===== config.mk =====
export PLATFORM = sky130hd
export DESIGN_NAME = rgb_strobe_power_sequencer
export DESIGN_NICKNAME = d
export VERILOG_FILES = /design/src/rgbs_pkg.sv /design/src/rgb_strobe_power_sequencer.sv
export VERILOG_INCLUDE_DIRS = /design/src
export SDC_FILE = /design/constraint.sdc
export NUM_CORES = 1
export LEC_CHECK = 0
export BUFFER_PORTS_ARGS = -buffer_cell sky130_fd_sc_hd__buf_4
export CAP_MARGIN = 5
export CORE_MARGIN = 2
export CORE_UTILIZATION = 25
export CTS_CLUSTER_DIAMETER = 100
export DETAILED_ROUTE_END_ITERATION = 10
export PLACE_DENSITY = 0.51
export SETUP_SLACK_MARGIN = 0.3
export SYNTH_ARGS = -nofsm -noshare
export SYNTH_HDL_FRONTEND = slang
export SYNTH_SLANG_ARGS = --single-unit

===== constraint.sdc =====
create_clock -name ref_clk_i -period 2.37 [get_ports ref_clk_i]
set_clock_uncertainty 0.15 [all_clocks]
set_input_delay 0.237 -clock ref_clk_i [delete_from_list [all_inputs] [get_ports ref_clk_i]]
set_output_delay 0.237 -clock ref_clk_i [all_outputs]
set_load 0.01 [all_outputs]

===== src/rgbs_cfg.svh =====
`ifndef RGBS_CFG_SVH
`define RGBS_CFG_SVH

`define RGBS_CLK_KHZ 250000
`define RGBS_OFS_DELAY_MS 10
`define RGBS_BIAS_DELAY_MS 145
`define RGBS_PD_DELAY_MS 1
`define RGBS_TMR_W 26
`define RGBS_CODE_W 10

`define RGBS_ADDR_CODE1_LO 7'h00
`define RGBS_ADDR_CODE1_HI 7'h01
`define RGBS_ADDR_CODE2_LO 7'h02
`define RGBS_ADDR_CODE2_HI 7'h03
`define RGBS_ADDR_CODE3_LO 7'h04
`define RGBS_ADDR_CODE3_HI 7'h05
`define RGBS_ADDR_CTRL 7'h08
`define RGBS_ADDR_DEAD 7'h0b
`define RGBS_ADDR_MASK 7'h0d
`define RGBS_ADDR_STATUS 7'h0e

`define RGBS_RST_DEAD 8'h04
`define RGBS_RST_MASK 8'h00
`define RGBS_RST_CTRL 3'h0
`define RGBS_FRAME_BITS 5'h10
`define RGBS_CMD_BITS 5'h08

`endif


===== src/rgbs_pkg.sv =====
`include "rgbs_cfg.svh"
package rgbs_pkg;
  typedef enum logic [2:0] {
    PWR_OFF = 3'h0,
    PWR_INIT = 3'h1,
    PWR_BIAS_WAIT = 3'h3,
    PWR_ON = 3'h2,
    PWR_DOWN = 3'h6,
    PWR_FAULT = 3'h7
  } pwr_e;

  typedef struct packed {
    logic offset_rail;
    logic bias_rail;
    logic mirror_reset_rail;
  } rails_s;

  typedef struct packed {
    logic clk;
    logic cs_n;
    logic din;
  } spi_pins_s;

  typedef struct packed {
    pwr_e st;
    logic [`RGBS_TMR_W-1:0] tmr;
    logic mirror_init;
    rails_s rails;
    spi_pins_s spi1;
    spi_pins_s spi2;
    logic clk_d;
    logic [2:0] flt1;
    logic [2:0] flt2;
    logic [1:0] sel1;
    logic [1:0] sel2;
    logic req1;
    logic req2;
    logic [4:0] bitcnt;
    logic [15:0] sh;
    logic [7:0] tx;
    logic dout;
    logic dout_oe;
    logic [2:0][`RGBS_CODE_W-1:0] code;
    logic [2:0] swctl;
    logic [7:0] dead;
    logic [7:0] mask;
    logic [2:0] fault;
    logic [1:0] target;
    logic [2:0] sw;
    logic [7:0] bbm_cnt;
    logic bbm_busy;
    logic [`RGBS_CODE_W-1:0] code_out;
    logic code_valid;
  } state_s;
endpackage : rgbs_pkg


===== src/rgb_strobe_power_sequencer.sv =====
`timescale 1ns/1ps
`include "rgbs_cfg.svh"
module rgb_strobe_power_sequencer #(
  parameter int unsigned OFS_DELAY_CYC = `RGBS_OFS_DELAY_MS * `RGBS_CLK_KHZ,
  parameter int unsigned BIAS_DELAY_CYC = `RGBS_BIAS_DELAY_MS * `RGBS_CLK_KHZ,
  parameter int unsigned PD_DELAY_CYC = `RGBS_PD_DELAY_MS * `RGBS_CLK_KHZ
) (
  input wire logic ref_clk_i,
  input wire logic resetn_i,
  input wire logic projection_power_request_i,
  input wire logic [1:0] colour_select_i,
  input wire logic [2:0] rail_fault_i,
  input wire logic spi_clk_i,
  input wire logic spi_cs_n_i,
  input wire logic spi_din_i,
  output logic spi_dout_o,
  output logic spi_dout_oe_o,
  output logic mirror_init_o,
  output rgbs_pkg::rails_s rails_o,
  output logic led_driver_enable_o,
  output logic first_channel_switch_o,
  output logic second_channel_switch_o,
  output logic third_channel_switch_o,
  output logic [`RGBS_CODE_W-1:0] current_code_o,
  output logic current_code_valid_o,
  output logic interrupt_out_n_o
);
  import rgbs_pkg::*;

  localparam logic [`RGBS_TMR_W-1:0] OFS_T = `RGBS_TMR_W'(OFS_DELAY_CYC);
  localparam logic [`RGBS_TMR_W-1:0] BIAS_T = `RGBS_TMR_W'(BIAS_DELAY_CYC);
  localparam logic [`RGBS_TMR_W-1:0] PD_T = `RGBS_TMR_W'(PD_DELAY_CYC);

  state_s s;
  state_s next_s;

  logic [2:0] want;
  logic [2:0] flt_set;
  logic [7:0] rdata;
  logic clk_rise;
  logic clk_fall;

  always_comb begin
    next_s = s;
    // Pins from other domains pass two flops before anything reads them
    next_s.spi1 = '{clk: spi_clk_i, cs_n: spi_cs_n_i, din: spi_din_i};
    next_s.spi2 = s.spi1;
    next_s.clk_d = s.spi2.clk;
    next_s.flt1 = rail_fault_i;
    next_s.flt2 = s.flt1;
    next_s.sel1 = colour_select_i;
    next_s.sel2 = s.sel1;
    next_s.req1 = projection_power_request_i;
    next_s.req2 = s.req1;
    next_s.mirror_init = 1'b0;

    clk_rise = s.spi2.clk & ~s.clk_d;
    clk_fall = ~s.spi2.clk & s.clk_d;

    unique case (s.sh[6:0])
      `RGBS_ADDR_CODE1_LO: rdata = s.code[0][7:0];
      `RGBS_ADDR_CODE1_HI: rdata = {6'h00, s.code[0][9:8]};
      `RGBS_ADDR_CODE2_LO: rdata = s.code[1][7:0];
      `RGBS_ADDR_CODE2_HI: rdata = {6'h00, s.code[1][9:8]};
      `RGBS_ADDR_CODE3_LO: rdata = s.code[2][7:0];
      `RGBS_ADDR_CODE3_HI: rdata = {6'h00, s.code[2][9:8]};
      `RGBS_ADDR_CTRL: rdata = {5'h00, s.swctl};
      `RGBS_ADDR_DEAD: rdata = s.dead;
      `RGBS_ADDR_MASK: rdata = s.mask;
      `RGBS_ADDR_STATUS: rdata = {(s.st == PWR_ON), 1'b0, s.rails, s.fault};
      default: rdata = 8'h00;
    endcase

    // Fault flags latch while the rail stands enabled
    flt_set = s.flt2 & {s.rails.offset_rail, s.rails.bias_rail, s.rails.mirror_reset_rail};

    // SPI slave: sample on rising edge, present data on falling edge
    if (s.spi2.cs_n) begin
      next_s.bitcnt = 5'h00;
      next_s.dout_oe = 1'b0;
      next_s.dout = 1'b0;
    end else begin
      next_s.dout_oe = 1'b1;
      if (clk_rise && s.bitcnt != `RGBS_FRAME_BITS) begin
        next_s.sh = {s.sh[14:0], s.spi2.din};
        next_s.bitcnt = s.bitcnt + 5'h01;
      end
      // Bit 7 leaves on the fall after the eighth rise; the word is taken once per frame
      if (clk_fall && s.bitcnt == `RGBS_CMD_BITS) begin
        next_s.dout = rdata[7] & ~s.sh[7];
        next_s.tx = s.sh[7] ? 8'h00 : {rdata[6:0], 1'b0};
      end else if (clk_fall && s.bitcnt > `RGBS_CMD_BITS) begin
        next_s.dout = s.tx[7];
        next_s.tx = {s.tx[6:0], 1'b0};
      end
    end
    if (s.spi2.cs_n || s.bitcnt < `RGBS_CMD_BITS) begin
      next_s.tx = 8'h00;
    end

    // Write commits on the last bit; a clear in the same cycle loses to a new fault
    next_s.fault = s.fault | flt_set;
    if (!s.spi2.cs_n && clk_rise && s.bitcnt == `RGBS_FRAME_BITS - 5'h01 && s.sh[14]) begin
      unique case (s.sh[13:7])
        `RGBS_ADDR_CODE1_LO: next_s.code[0][7:0] = {s.sh[6:0], s.spi2.din};
        `RGBS_ADDR_CODE1_HI: next_s.code[0][9:8] = {s.sh[0], s.spi2.din};
        `RGBS_ADDR_CODE2_LO: next_s.code[1][7:0] = {s.sh[6:0], s.spi2.din};
        `RGBS_ADDR_CODE2_HI: next_s.code[1][9:8] = {s.sh[0], s.spi2.din};
        `RGBS_ADDR_CODE3_LO: next_s.code[2][7:0] = {s.sh[6:0], s.spi2.din};
        `RGBS_ADDR_CODE3_HI: next_s.code[2][9:8] = {s.sh[0], s.spi2.din};
        `RGBS_ADDR_CTRL: next_s.swctl = {s.sh[1:0], s.spi2.din};
        `RGBS_ADDR_DEAD: next_s.dead = {s.sh[6:0], s.spi2.din};
        `RGBS_ADDR_MASK: next_s.mask = {s.sh[6:0], s.spi2.din};
        `RGBS_ADDR_STATUS: next_s.fault = (s.fault & ~{s.sh[1:0], s.spi2.din}) | flt_set;
        default: ;
      endcase
    end

    // Power sequencing
    if (s.tmr != '0) begin
      next_s.tmr = s.tmr - `RGBS_TMR_W'(1);
    end
    unique case (s.st)
      PWR_OFF: begin
        next_s.rails = '0;
        if (s.req2) begin
          next_s.mirror_init = 1'b1;
          next_s.tmr = OFS_T;
          next_s.st = PWR_INIT;
        end
      end
      PWR_INIT: begin
        if (s.tmr <= `RGBS_TMR_W'(1)) begin
          next_s.rails.offset_rail = 1'b1;
          next_s.tmr = BIAS_T;
          next_s.st = PWR_BIAS_WAIT;
        end
      end
      PWR_BIAS_WAIT: begin
        if (s.tmr <= `RGBS_TMR_W'(1)) begin
          next_s.rails.bias_rail = 1'b1;
          next_s.rails.mirror_reset_rail = 1'b1;
          next_s.st = PWR_ON;
        end
      end
      PWR_ON: ;
      PWR_DOWN: begin
        next_s.rails.bias_rail = 1'b0;
        next_s.rails.mirror_reset_rail = 1'b0;
        if (s.tmr <= `RGBS_TMR_W'(1)) begin
          next_s.rails.offset_rail = 1'b0;
          next_s.st = PWR_OFF;
        end
      end
      PWR_FAULT: begin
        next_s.rails = '0;
        if (!s.req2) begin
          next_s.st = PWR_OFF;
        end
      end
      default: begin
        next_s.rails = '0;
        next_s.st = PWR_OFF;
      end
    endcase
    if (!s.req2 && (s.st == PWR_INIT || s.st == PWR_BIAS_WAIT || s.st == PWR_ON)) begin
      next_s.tmr = PD_T;
      next_s.st = PWR_DOWN;
    end
    // A fault overrides every other step and drops all rails in one cycle
    if (flt_set != 3'h0 && s.st != PWR_OFF && s.st != PWR_FAULT) begin
      next_s.rails = '0;
      next_s.tmr = '0;
      next_s.st = PWR_FAULT;
    end

    // Strobe decoder
    unique case (s.sel2)
      2'h0: want = 3'h0;
      2'h1: want = 3'h1;
      2'h2: want = 3'h2;
      2'h3: want = 3'h4;
    endcase
    if (s.st != PWR_ON) begin
      // Switches forced open until every rail is up
      next_s.sw = 3'h0;
      next_s.target = 2'h0;
      next_s.bbm_busy = 1'b0;
      next_s.bbm_cnt = 8'h00;
      next_s.code_valid = 1'b0;
    end else if (s.sel2 != s.target) begin
      // A change during dead time restarts it rather than closing early
      next_s.target = s.sel2;
      next_s.sw = s.sw & want & s.swctl;
      next_s.bbm_cnt = (s.dead == 8'h00) ? 8'h01 : s.dead;
      next_s.bbm_busy = 1'b1;
      next_s.code_valid = 1'b0;
    end else if (s.bbm_busy) begin
      next_s.bbm_cnt = s.bbm_cnt - 8'h01;
      if (s.bbm_cnt <= 8'h01) begin
        next_s.bbm_busy = 1'b0;
        next_s.sw = want;
        next_s.code_valid = (s.target != 2'h0);
        next_s.code_out = (s.target == 2'h0) ? '0 : s.code[s.target - 2'h1];
      end
    end else if (s.code_valid) begin
      next_s.code_out = s.code[s.target - 2'h1];
    end
  end

  always_ff @(posedge ref_clk_i or negedge resetn_i) begin
    if (!resetn_i) begin
      s <= '0;
      s.st <= PWR_OFF;
      s.spi1 <= '{clk: 1'b0, cs_n: 1'b1, din: 1'b0};
      s.spi2 <= '{clk: 1'b0, cs_n: 1'b1, din: 1'b0};
      s.swctl <= `RGBS_RST_CTRL;
      s.dead <= `RGBS_RST_DEAD;
      s.mask <= `RGBS_RST_MASK;
    end else begin
      s <= next_s;
    end
  end

  assign spi_dout_o = s.dout;
  assign spi_dout_oe_o = s.dout_oe;
  assign mirror_init_o = s.mirror_init;
  assign rails_o = s.rails;
  assign led_driver_enable_o = (s.st == PWR_ON);
  assign first_channel_switch_o = s.sw[0];
  assign second_channel_switch_o = s.sw[1];
  assign third_channel_switch_o = s.sw[2];
  assign current_code_o = s.code_out;
  assign current_code_valid_o = s.code_valid;
  // Masking touches only this pin; the shutdown above never looks at the mask
  assign interrupt_out_n_o = ~|(s.fault & s.mask[2:0] ^ s.fault);
endmodule : rgb_strobe_power_sequencer


==> results of run 1 <==
## sequential cells by signal, indices dropped and copies added, names as in the netlist
register / cells
first_channel_switch_o: 1
second_channel_switch_o: 1
next_s: 10
s: 128
spi_dout_o: 1
current_code_valid_o: 1
rails_o: 2
mirror_init_o: 1
spi_dout_oe_o: 1
third_channel_switch_o: 1
current_code_o: 10
## worst max-delay path: stages, from the launching register on
cell and delay (ns):
dfrtp_1 0.41, nor3_1 0.43, nand2_4 0.17, o31ai_4 0.35, buf_12 0.17, buf_12 0.11
nor3_2 0.04, xnor2_1 0.13, a31oi_1 0.09
## worst max path at each step
stage / slack, ns / cells past startpoint / to / start
2_1_floorplan: 0.31 / 7 / s[138] / s[137]
4_1_cts: 0.24 / 7 / s[146] / s[140]
3_5_place_dp: 0.03 / 7 / s[152] / s[143]
6_report: 0.20 / 8 / s[148] / s[150]
3_3_place_gp: 0.11 / 7 / s[152] / s[143]
5_1_grt: 0.07 / 8 / s[146] / s[149]
## power breakdown
group / switching [mW] / internal [mW] / total, mW
combinational: 1.80 / 1.45 / 3.25
sequential: 0.437 / 2.98 / 3.42
clock: 1.15 / 2.04 / 3.19
total: 3.38 / 6.47 / 9.85
## cells by family after synthesis
| group | count (synthesis) | share of synthesized area |
|---|---|---|
| and+or+nand+nor | 243 | 0.165 |
| AOI/OAI and AO/OA | 143 | 0.123 |
| muxes | 84 | 0.118 |
| buffers and inverters | 67 | 0.0417 |
| adders and majority gates | 9 | 0.0144 |
| DFF | 157 | 0.502 |
| xor gates and xnor gates | 33 | 0.0369 |
## metal layers
layer  share of wire  track usage  vias up
li1                -            -     2831
met1            0.50        0.176     2921
met2            0.46        0.187      113
met3           0.032       0.0274       16
met4           0.011       0.0289        0
met5               0            0        -
## cells in the final DEF (no fill, tap or decap), types with 7 or more instances in the layout
cell type and n:
nor2_1 51, o21ai_2 14, dlygate4sd3_1 10, o21ai_0 27, buf_4 94, o21ai_1 13, buf_6 11, xnor2_1 19
xor2_1 13, nand4_1 8, mux2_4 9, mux2i_1 17, nand3_1 7, clkbuf_16 18, mux2_2 57, nor2b_1 9
dfrtp_1 150, a22oi_1 11, nor3_1 12, nor4_4 8, buf_12 8, a211oi_1 12, a21oi_1 21, nand2_1 69
inv_1 20, ha_1 7
## layout make-up
cell class / count / area (um2) / area share
Multi-Input combinational cell: 512 / 4010 / 0.387
Tap cell: 396 / 495 / 0.0479
Timing Repair Buffer: 125 / 1130 / 0.109
Sequential cell: 157 / 3940 / 0.381
Inverter: 21 / 78.8 / 0.00763
Clock buffer: 19 / 453 / 0.0438
Clock inverter: 13 / 238 / 0.0230
## what timing repair did
action                                 CTS  global route
pin swaps                               15            38
buffers inserted                        13            17
endpoints found under the hold margin   54             0
hold buffers                            10             0
resized for setup                       29            87
setup endpoints to repair               82            97
gates cloned                             0             1
## metrics by stage
stage	utilization	hold slack (ns)
detailed placement	0.286	0.0509
global route	0.336	0.189
CTS	0.319	0.166
finish	0.336	0.154
floorplan	-	-0.209
global placement	0.286	0.0521
==> impl_metrics.toml, run 1 <==
[status]
outcome = "finished clean"

[floorplan]
die_area_um2 = 32800
core_area_um2 = 30700
die_w_um = 181
rows = 64
start_util = 0.255
die_h_um = 181
io_pins = 33

[timing]
fmax_ghz = 0.461
finalCriticalPeriod_ns = 2.17
fin_tns_setup_ns = 0
finalHoldViolations = 0
fin_crit_sh = 0.915
setup_violations = 0
final_max_slew_viol_count = 0
fin_ws_ns = 0.202
rsz0062_at_grt = "true"
slew-limit-headroom = 0.531
tightest_slew_ns = 0.699

[critical_path]
arrival_ns = 2.34
crit_required_ns = 2.54
critPathKind = "register to register"
worst-r2r-setup-slack_ns = 0.20
reg2reg_from = "s[150]"
startpoint_type = "register"
endpoint_kind = "register"
rr_endpoint = "s[148]"
cp_max_fo = 5
r2r.worst_path.cells = 8

[global_route]
grt_max_degree = 53
grt-ovfl-total = 0
grt_use_total = 0.122
antenna_found_initial = 0
grt_pass1_vias = 5746
grt_pass1_wl_um = 31800

[logic_synthesis]
netlist_top_cells_count = "dfrtp_1 (154), nand2_1 (75), mux2_2 (66)"
yosys_warnings = 0
ys_types = 62
synth_area_um2 = 7840
syn_nets = 756
synthArstFlopShare = 1.00
synthFlopType = "dfrtp_1"
postSynthRegisterBits = 157
synthCells = 736
syn_area_per_cell_um2 = 10.7
yosys-top-cells-area = "dfrtp_1 (49%), mux2_2 (9.5%), nand2_1 (3.6%), nor2_1 (2.8%), mux2i_1 (2.3%)"
yosys.area.top_type = "dfrtp_1"
synth-edff-count = 0
yosysTopAreaCellShare = 0.492
post-synth-top-count-cell = "dfrtp_1"
yosysSeqAreaShare = 0.502

[power]
power.density_nw_per_um2 = 953
p_total_mw = 9.85
ir_drop_v = 0.000448
p_leak_nw = 4.43

[clock_network]
clk_latency_ns = 0.44
cts.sinks = 157
cts_tree = "built"
h-tree-depth = 4
cts_buffers = 17
root_buffer = "clkbuf_16"
clk_pin_slew_ns = 0.07
clk_path_buf_depth = 2

[layout]
fin_cells = 1243
n_fill_cell = 3134
diodes = 0
fin_area_um2 = 10300
synthToLayoutAreaGrowth_pct = 31.9
drive_above_1_share = 0.365
nets = 854

[detailed_routing]
dr.pass1.iters = 6
via_per_inst = 4.73
drc = 0
drt_iter0_drc = 393
drtAntennaViolNets = 0
via_count = 5881
detail_route.wl_per_cell_um = 16.1
wl_um = 20000

[placed_design]
pre_cts_ws_ns = 0.0324
io_buffers = 32
place_congestion = 0.825
post_dp_cell_area_um2 = 8800
dpl.hpwl_um = 13500
dp.cells = 1170

[flow_run]
drv_cap = 0

[hold_path]
hold_class = "input port to async pin"
(Power assumes the default switching activity.)
==> run 2, diff against run 1 <==
--- a/config.mk
+++ b/config.mk
@@ -9,10 +9,10 @@
 export BUFFER_PORTS_ARGS = -buffer_cell sky130_fd_sc_hd__buf_4
 export CAP_MARGIN = 5
 export CORE_MARGIN = 2
-export CORE_UTILIZATION = 25
+export CORE_UTILIZATION = 60
 export CTS_CLUSTER_DIAMETER = 100
 export DETAILED_ROUTE_END_ITERATION = 10
-export PLACE_DENSITY = 0.51
+export PLACE_DENSITY = 0.9
 export SETUP_SLACK_MARGIN = 0.3
 export SYNTH_ARGS = -nofsm -noshare
 export SYNTH_HDL_FRONTEND = slang
==> impl_metrics.toml, run 2 (synthesis results as in run 1) <==
[floorplan]
die_h_um = 118
rows = 41
die_w_um = 118
core_area_um2 = 12700
io_pins = 33
start_util = 0.619
die_area_um2 = 14000

[layout]
largest_reg_flops = 128
synthToLayoutAreaGrowth_pct = 29.1
fin_area_um2 = 10100
top_register = "s"
drive_above_1_share = 0.400
final_common_cell = "dfrtp_1"
final_cell_mix = "dfrtp_1 (143), buf_4 (97), nand2_1 (58), nor2_1 (47), mux2_2 (47)"
nets = 850
diodes = 0

[power]
p_total_mw = 9.69
p_sw_mw = 3.73
pwr-share-clk = 0.272
seqPwrFrac = 0.362
ir_drop_v = 0.000769
p_int_mw = 5.95
swShare = 0.385
power.density_nw_per_um2 = 957
pwr-share-comb = 0.366
p_leak_nw = 4.36

[critical_path]
critPathKind = "register to register"
crit_path_start = "s[133]"
arrival_ns = 2.48
startpoint_type = "register"
slowest_stage = "or4_1"
rr_endpoint = "s[146]"
endpoint = "s[146]"
cp_max_fo = 6
path_cells = "buf_4 > nor2_1 > nand2_1 > or4_1 > nor2_1 > xnor2_1 > a21oi_1"
endpoint_kind = "register"
reg2reg_from = "s[133]"
worst-r2r-setup-slack_ns = 0.04
cp.depth = 7
slowest_delay_ns = 0.55
crit_required_ns = 2.52
r2r.worst_path.cells = 7
critical_path_buf_inv_count = 1
crit_family = "simple AND/OR/NAND/NOR gates"
crit_top_cell = "nor2_1"

[clock_network]
cts_buffers = 17
cts.sinks = 157
h-tree-depth = 4
clk_path_buf_depth = 2
cts_tree = "built"
clk_latency_ns = 0.44
clk_pin_slew_ns = 0.07
root_buffer = "clkbuf_16"

[global_route]
antenna_found_initial = 0
grt_max_degree = 69
grt_use_total = 0.291
grt_pass1_vias = 6243
grt-ovfl-total = 0
grt_pass1_wl_um = 32100

[detailed_routing]
drt_iter0_drc = 807
drtAntennaViolNets = 0
via_per_inst = 6.65
detail_route.wl_per_cell_um = 22.3
dr.pass1.iters = 7
wl_um = 22600
via_count = 6749
drc = 0

[timing]
finalCriticalPeriod_ns = 2.33
slew-limit-headroom = 0.548
hold-worst-slack_ns = 0.199
finalHoldViolations = 0
fmax_ghz = 0.430
rsz0062_at_grt = "true"
final_max_slew_viol_count = 0
tightest_slew_ns = 0.673
fin_crit_sh = 0.981
fin_tns_setup_ns = 0
setup_violations = 0

[status]
outcome = "finished clean"

[placed_design]
post_dp_cell_area_um2 = 8290
io_buffers = 32
dpl.hpwl_um = 12000
place_congestion = 0.998

[hold_path]
hold_class = "register to register"

[flow_run]
drv_cap = 0
[run 2: worst reg2reg max path, cell delays in order (launching register included)]
cell,delay [ns]
dfrtp_2,0.43
buf_4,0.16
nor2_1,0.18
nand2_1,0.29
or4_1,0.55
nor2_1,0.17
xnor2_1,0.16
a21oi_1,0.11
[run 2: metal layers]
layer,GRT usage,vias up,share of wire
li1,-,2819,-
met1,0.379,3354,0.38
met2,0.479,480,0.50
met3,0.0618,96,0.086
met4,0.114,0,0.041
met5,0,-,0
[run 2: layout make-up]
cell class,count,area [um2]
repair buffers,121,1070
well taps,172,215
inverters,21,78.8
clock inverters,15,140
fillers,650,2550
clock buffers,17,425
flip-flops and latches,157,3950
multi-input cells,512,4250
[run 2: metrics by stage]
stage                     instances  setup slack, ns   util
after floorplan                 736            0.310      -
after global placement          923           0.0420  0.654
after detailed placement        923           0.0129  0.654
after CTS                       991            0.223  0.741
after global routing           1015           0.0205  0.799
final                          1015           0.0447  0.799
[run 2: power by group through the flow]
stage / clock network (mW) / logic [mW] / registers [mW]
2_1_floorplan: 0 / 1.75 / 3.29
3_3_place_gp: 0 / 2.24 / 3.46
3_5_place_dp: 0 / 2.32 / 3.49
4_1_cts: 2.63 / 2.75 / 3.45
5_1_grt: 2.77 / 3.72 / 3.53
6_report: 2.63 / 3.54 / 3.51
[run 2: how the worst min path moves through the flow]
| stage | end | cells past startpoint | slack, ns | start |
|---|---|---|---|---|
| finish | s[114] | 0 | 0.20 | next_s[114] |
| global route | s[116] | 0 | 0.21 | next_s[116] |
| detailed placement | first_channel_switch_o | 1 | 0.12 | resetn_i |
| global placement | first_channel_switch_o | 1 | 0.12 | resetn_i |
| CTS | s[114] | 0 | 0.20 | next_s[114] |
| floorplan | current_code_o[0] | 0 | -0.21 | resetn_i |
[run 2: repair_timing]
action                                 in CTS  in global routing
hold buffers                               10                  0
resized for setup                          63                114
endpoints found under the hold margin      72                  0
gates cloned                                0                  4
setup endpoints to repair                  91                114
setup buffers                              26                 20
pin swaps                                  16                 60
==> run 3, diff against run 2 <==
--- a/config.mk
+++ b/config.mk
@@ -6,13 +6,13 @@
 export SDC_FILE = /design/constraint.sdc
 export NUM_CORES = 1
 export LEC_CHECK = 0
-export BUFFER_PORTS_ARGS = -buffer_cell sky130_fd_sc_hd__buf_4
 export CAP_MARGIN = 5
 export CORE_MARGIN = 2
 export CORE_UTILIZATION = 60
 export CTS_CLUSTER_DIAMETER = 100
 export DETAILED_ROUTE_END_ITERATION = 10
-export PLACE_DENSITY = 0.9
+export DONT_BUFFER_PORTS = 1
+export PLACE_DENSITY = 0.88
 export SETUP_SLACK_MARGIN = 0.3
 export SYNTH_ARGS = -nofsm -noshare
 export SYNTH_HDL_FRONTEND = slang
==> impl_metrics.toml, run 3 (synthesis results as in run 1) <==
[status]
outcome = "finished with violations"
violations = "negative hold slack"

[power]
ir_drop_v = 0.000810
power.density_nw_per_um2 = 972
p_total_mw = 9.27
p_leak_nw = 4.13

[detailed_routing]
dr.pass1.iters = 6
drtAntennaViolNets = 0
via_per_inst = 6.53
detail_route.wl_per_cell_um = 21.6
wl_um = 20900
drt_iter0_drc = 696
via_count = 6330
drc = 0

[placed_design]
place_congestion = 0.970
dpl.hpwl_um = 11900
dp.cells = 888
pre_cts_ws_ns = 0.0302
io_buffers = 0

[layout]
largest_reg_flops = 128
nets = 805
seq_area_um2 = 3950
final_common_cell = "dfrtp_1"
final_cell_mix = "dfrtp_1 (146), nand2_1 (66), buf_4 (55), nor2_1 (52), mux2_2 (49)"
synthToLayoutAreaGrowth_pct = 21.6
top_register = "s"
multi_input_comb_area_um2 = 4070
diodes = 0
n_fill_cell = 746
fin_cells = 969
drive_above_1_share = 0.334

[clock_network]
clk_latency_ns = 0.43
cts_buffers = 17
clk_path_buf_depth = 2
clk_pin_slew_ns = 0.06
ctsHoldBuffers = 9
cts.sinks = 157
cts_tree = "built"
h-tree-depth = 4
root_buffer = "clkbuf_16"

[timing]
hold-worst-slack_ns = -0.649
fmax_ghz = 0.422
fin_ws_ns = 0.0000806
final_max_slew_viol_count = 0
setup_violations = 0
fin_crit_sh = 1.00
finalCriticalPeriod_ns = 2.37
tightest_slew_ns = 0.707
slew-limit-headroom = 0.525
finalHoldViolations = 157
rsz0062_at_grt = "true"

[critical_path]
path_cells = "nor4_4 > nand4_4 > o31ai_4 > buf_6 > nor3_1 > xnor2_1 > o22ai_1"
slowest_delay_ns = 0.48
crit_family = "simple AND/OR/NAND/NOR gates"
critical_path_buf_inv_count = 1
endpoint_kind = "register"
slowest_stage = "nor4_4"
crit_required_ns = 2.52
startpoint_type = "register"
arrival_ns = 2.52
cp_max_fo = 5
critPathKind = "register to register"

[floorplan]
die_area_um2 = 14000
rows = 41
core_area_um2 = 12700
start_util = 0.619
die_h_um = 118
die_w_um = 118
io_pins = 33

[global_route]
grt-ovfl-total = 0
grt_max_degree = 158
grt_pass1_vias = 6144
antenna_found_initial = 0
grt_pass1_wl_um = 31300
grt_use_total = 0.283

[flow_run]
drv_cap = 0

[hold_path]
hold_class = "input port to async pin"
-- run 3: where the power goes --
part	switching, mW	internal (mW)	total, mW
sequential	0.563	2.99	3.55
combinational	1.80	1.27	3.08
clock	1.06	1.57	2.64
-- run 3: worst paths after layout --
path                             start                 endpoint  slack [ns]  depth (start not counted)
min                           resetn_i  second_channel_switch_o       -0.65                          0
max                             s[152]                   s[152]     0.00008                          7
max reg2reg                     s[152]                   s[152]     0.00008                          7
max in group asynchronous     resetn_i                   s[122]        2.33                          0
min reg2reg                next_s[116]                   s[116]        0.20                          0
min in group ref_clk_i      spi_cs_n_i              next_s[122]        0.20                          1
-- run 3: per-layer routing --
metal / vias up / share of wire / global-route usage
li1: 2733 / - / -
met1: 3067 / 0.38 / 0.356
met2: 426 / 0.48 / 0.456
met3: 104 / 0.090 / 0.0709
met4: 0 / 0.048 / 0.141
met5: - / 0 / 0
-- run 3: final cells by class --
type,count,area share
Clock inverter,6,0.00617
Sequential cell,157,0.414
Timing Repair Buffer,76,0.0692
Clock buffer,25,0.0530
Multi-Input combinational cell,512,0.427
Tap cell,172,0.0226
Inverter,21,0.00853
-- run 3: through the flow --
stage	area, um2	util	hold slack, ns	TNS [ns]
after detailed placement	8020	0.633	-0.201	0
after global routing	9530	0.752	-0.666	-0.0372
after floorplan	7840	-	-0.209	0
after CTS	9040	0.714	-0.657	0
final	9530	0.752	-0.649	0
after global placement	8020	0.633	-0.202	0
-- run 3: repair_timing --
item,in CTS,in global routing
gates cloned,1,0
buffers inserted,22,18
endpoints found under the hold margin,166,157
endpoints found under the setup margin,89,98
pin swaps,17,34
resized for setup,54,84
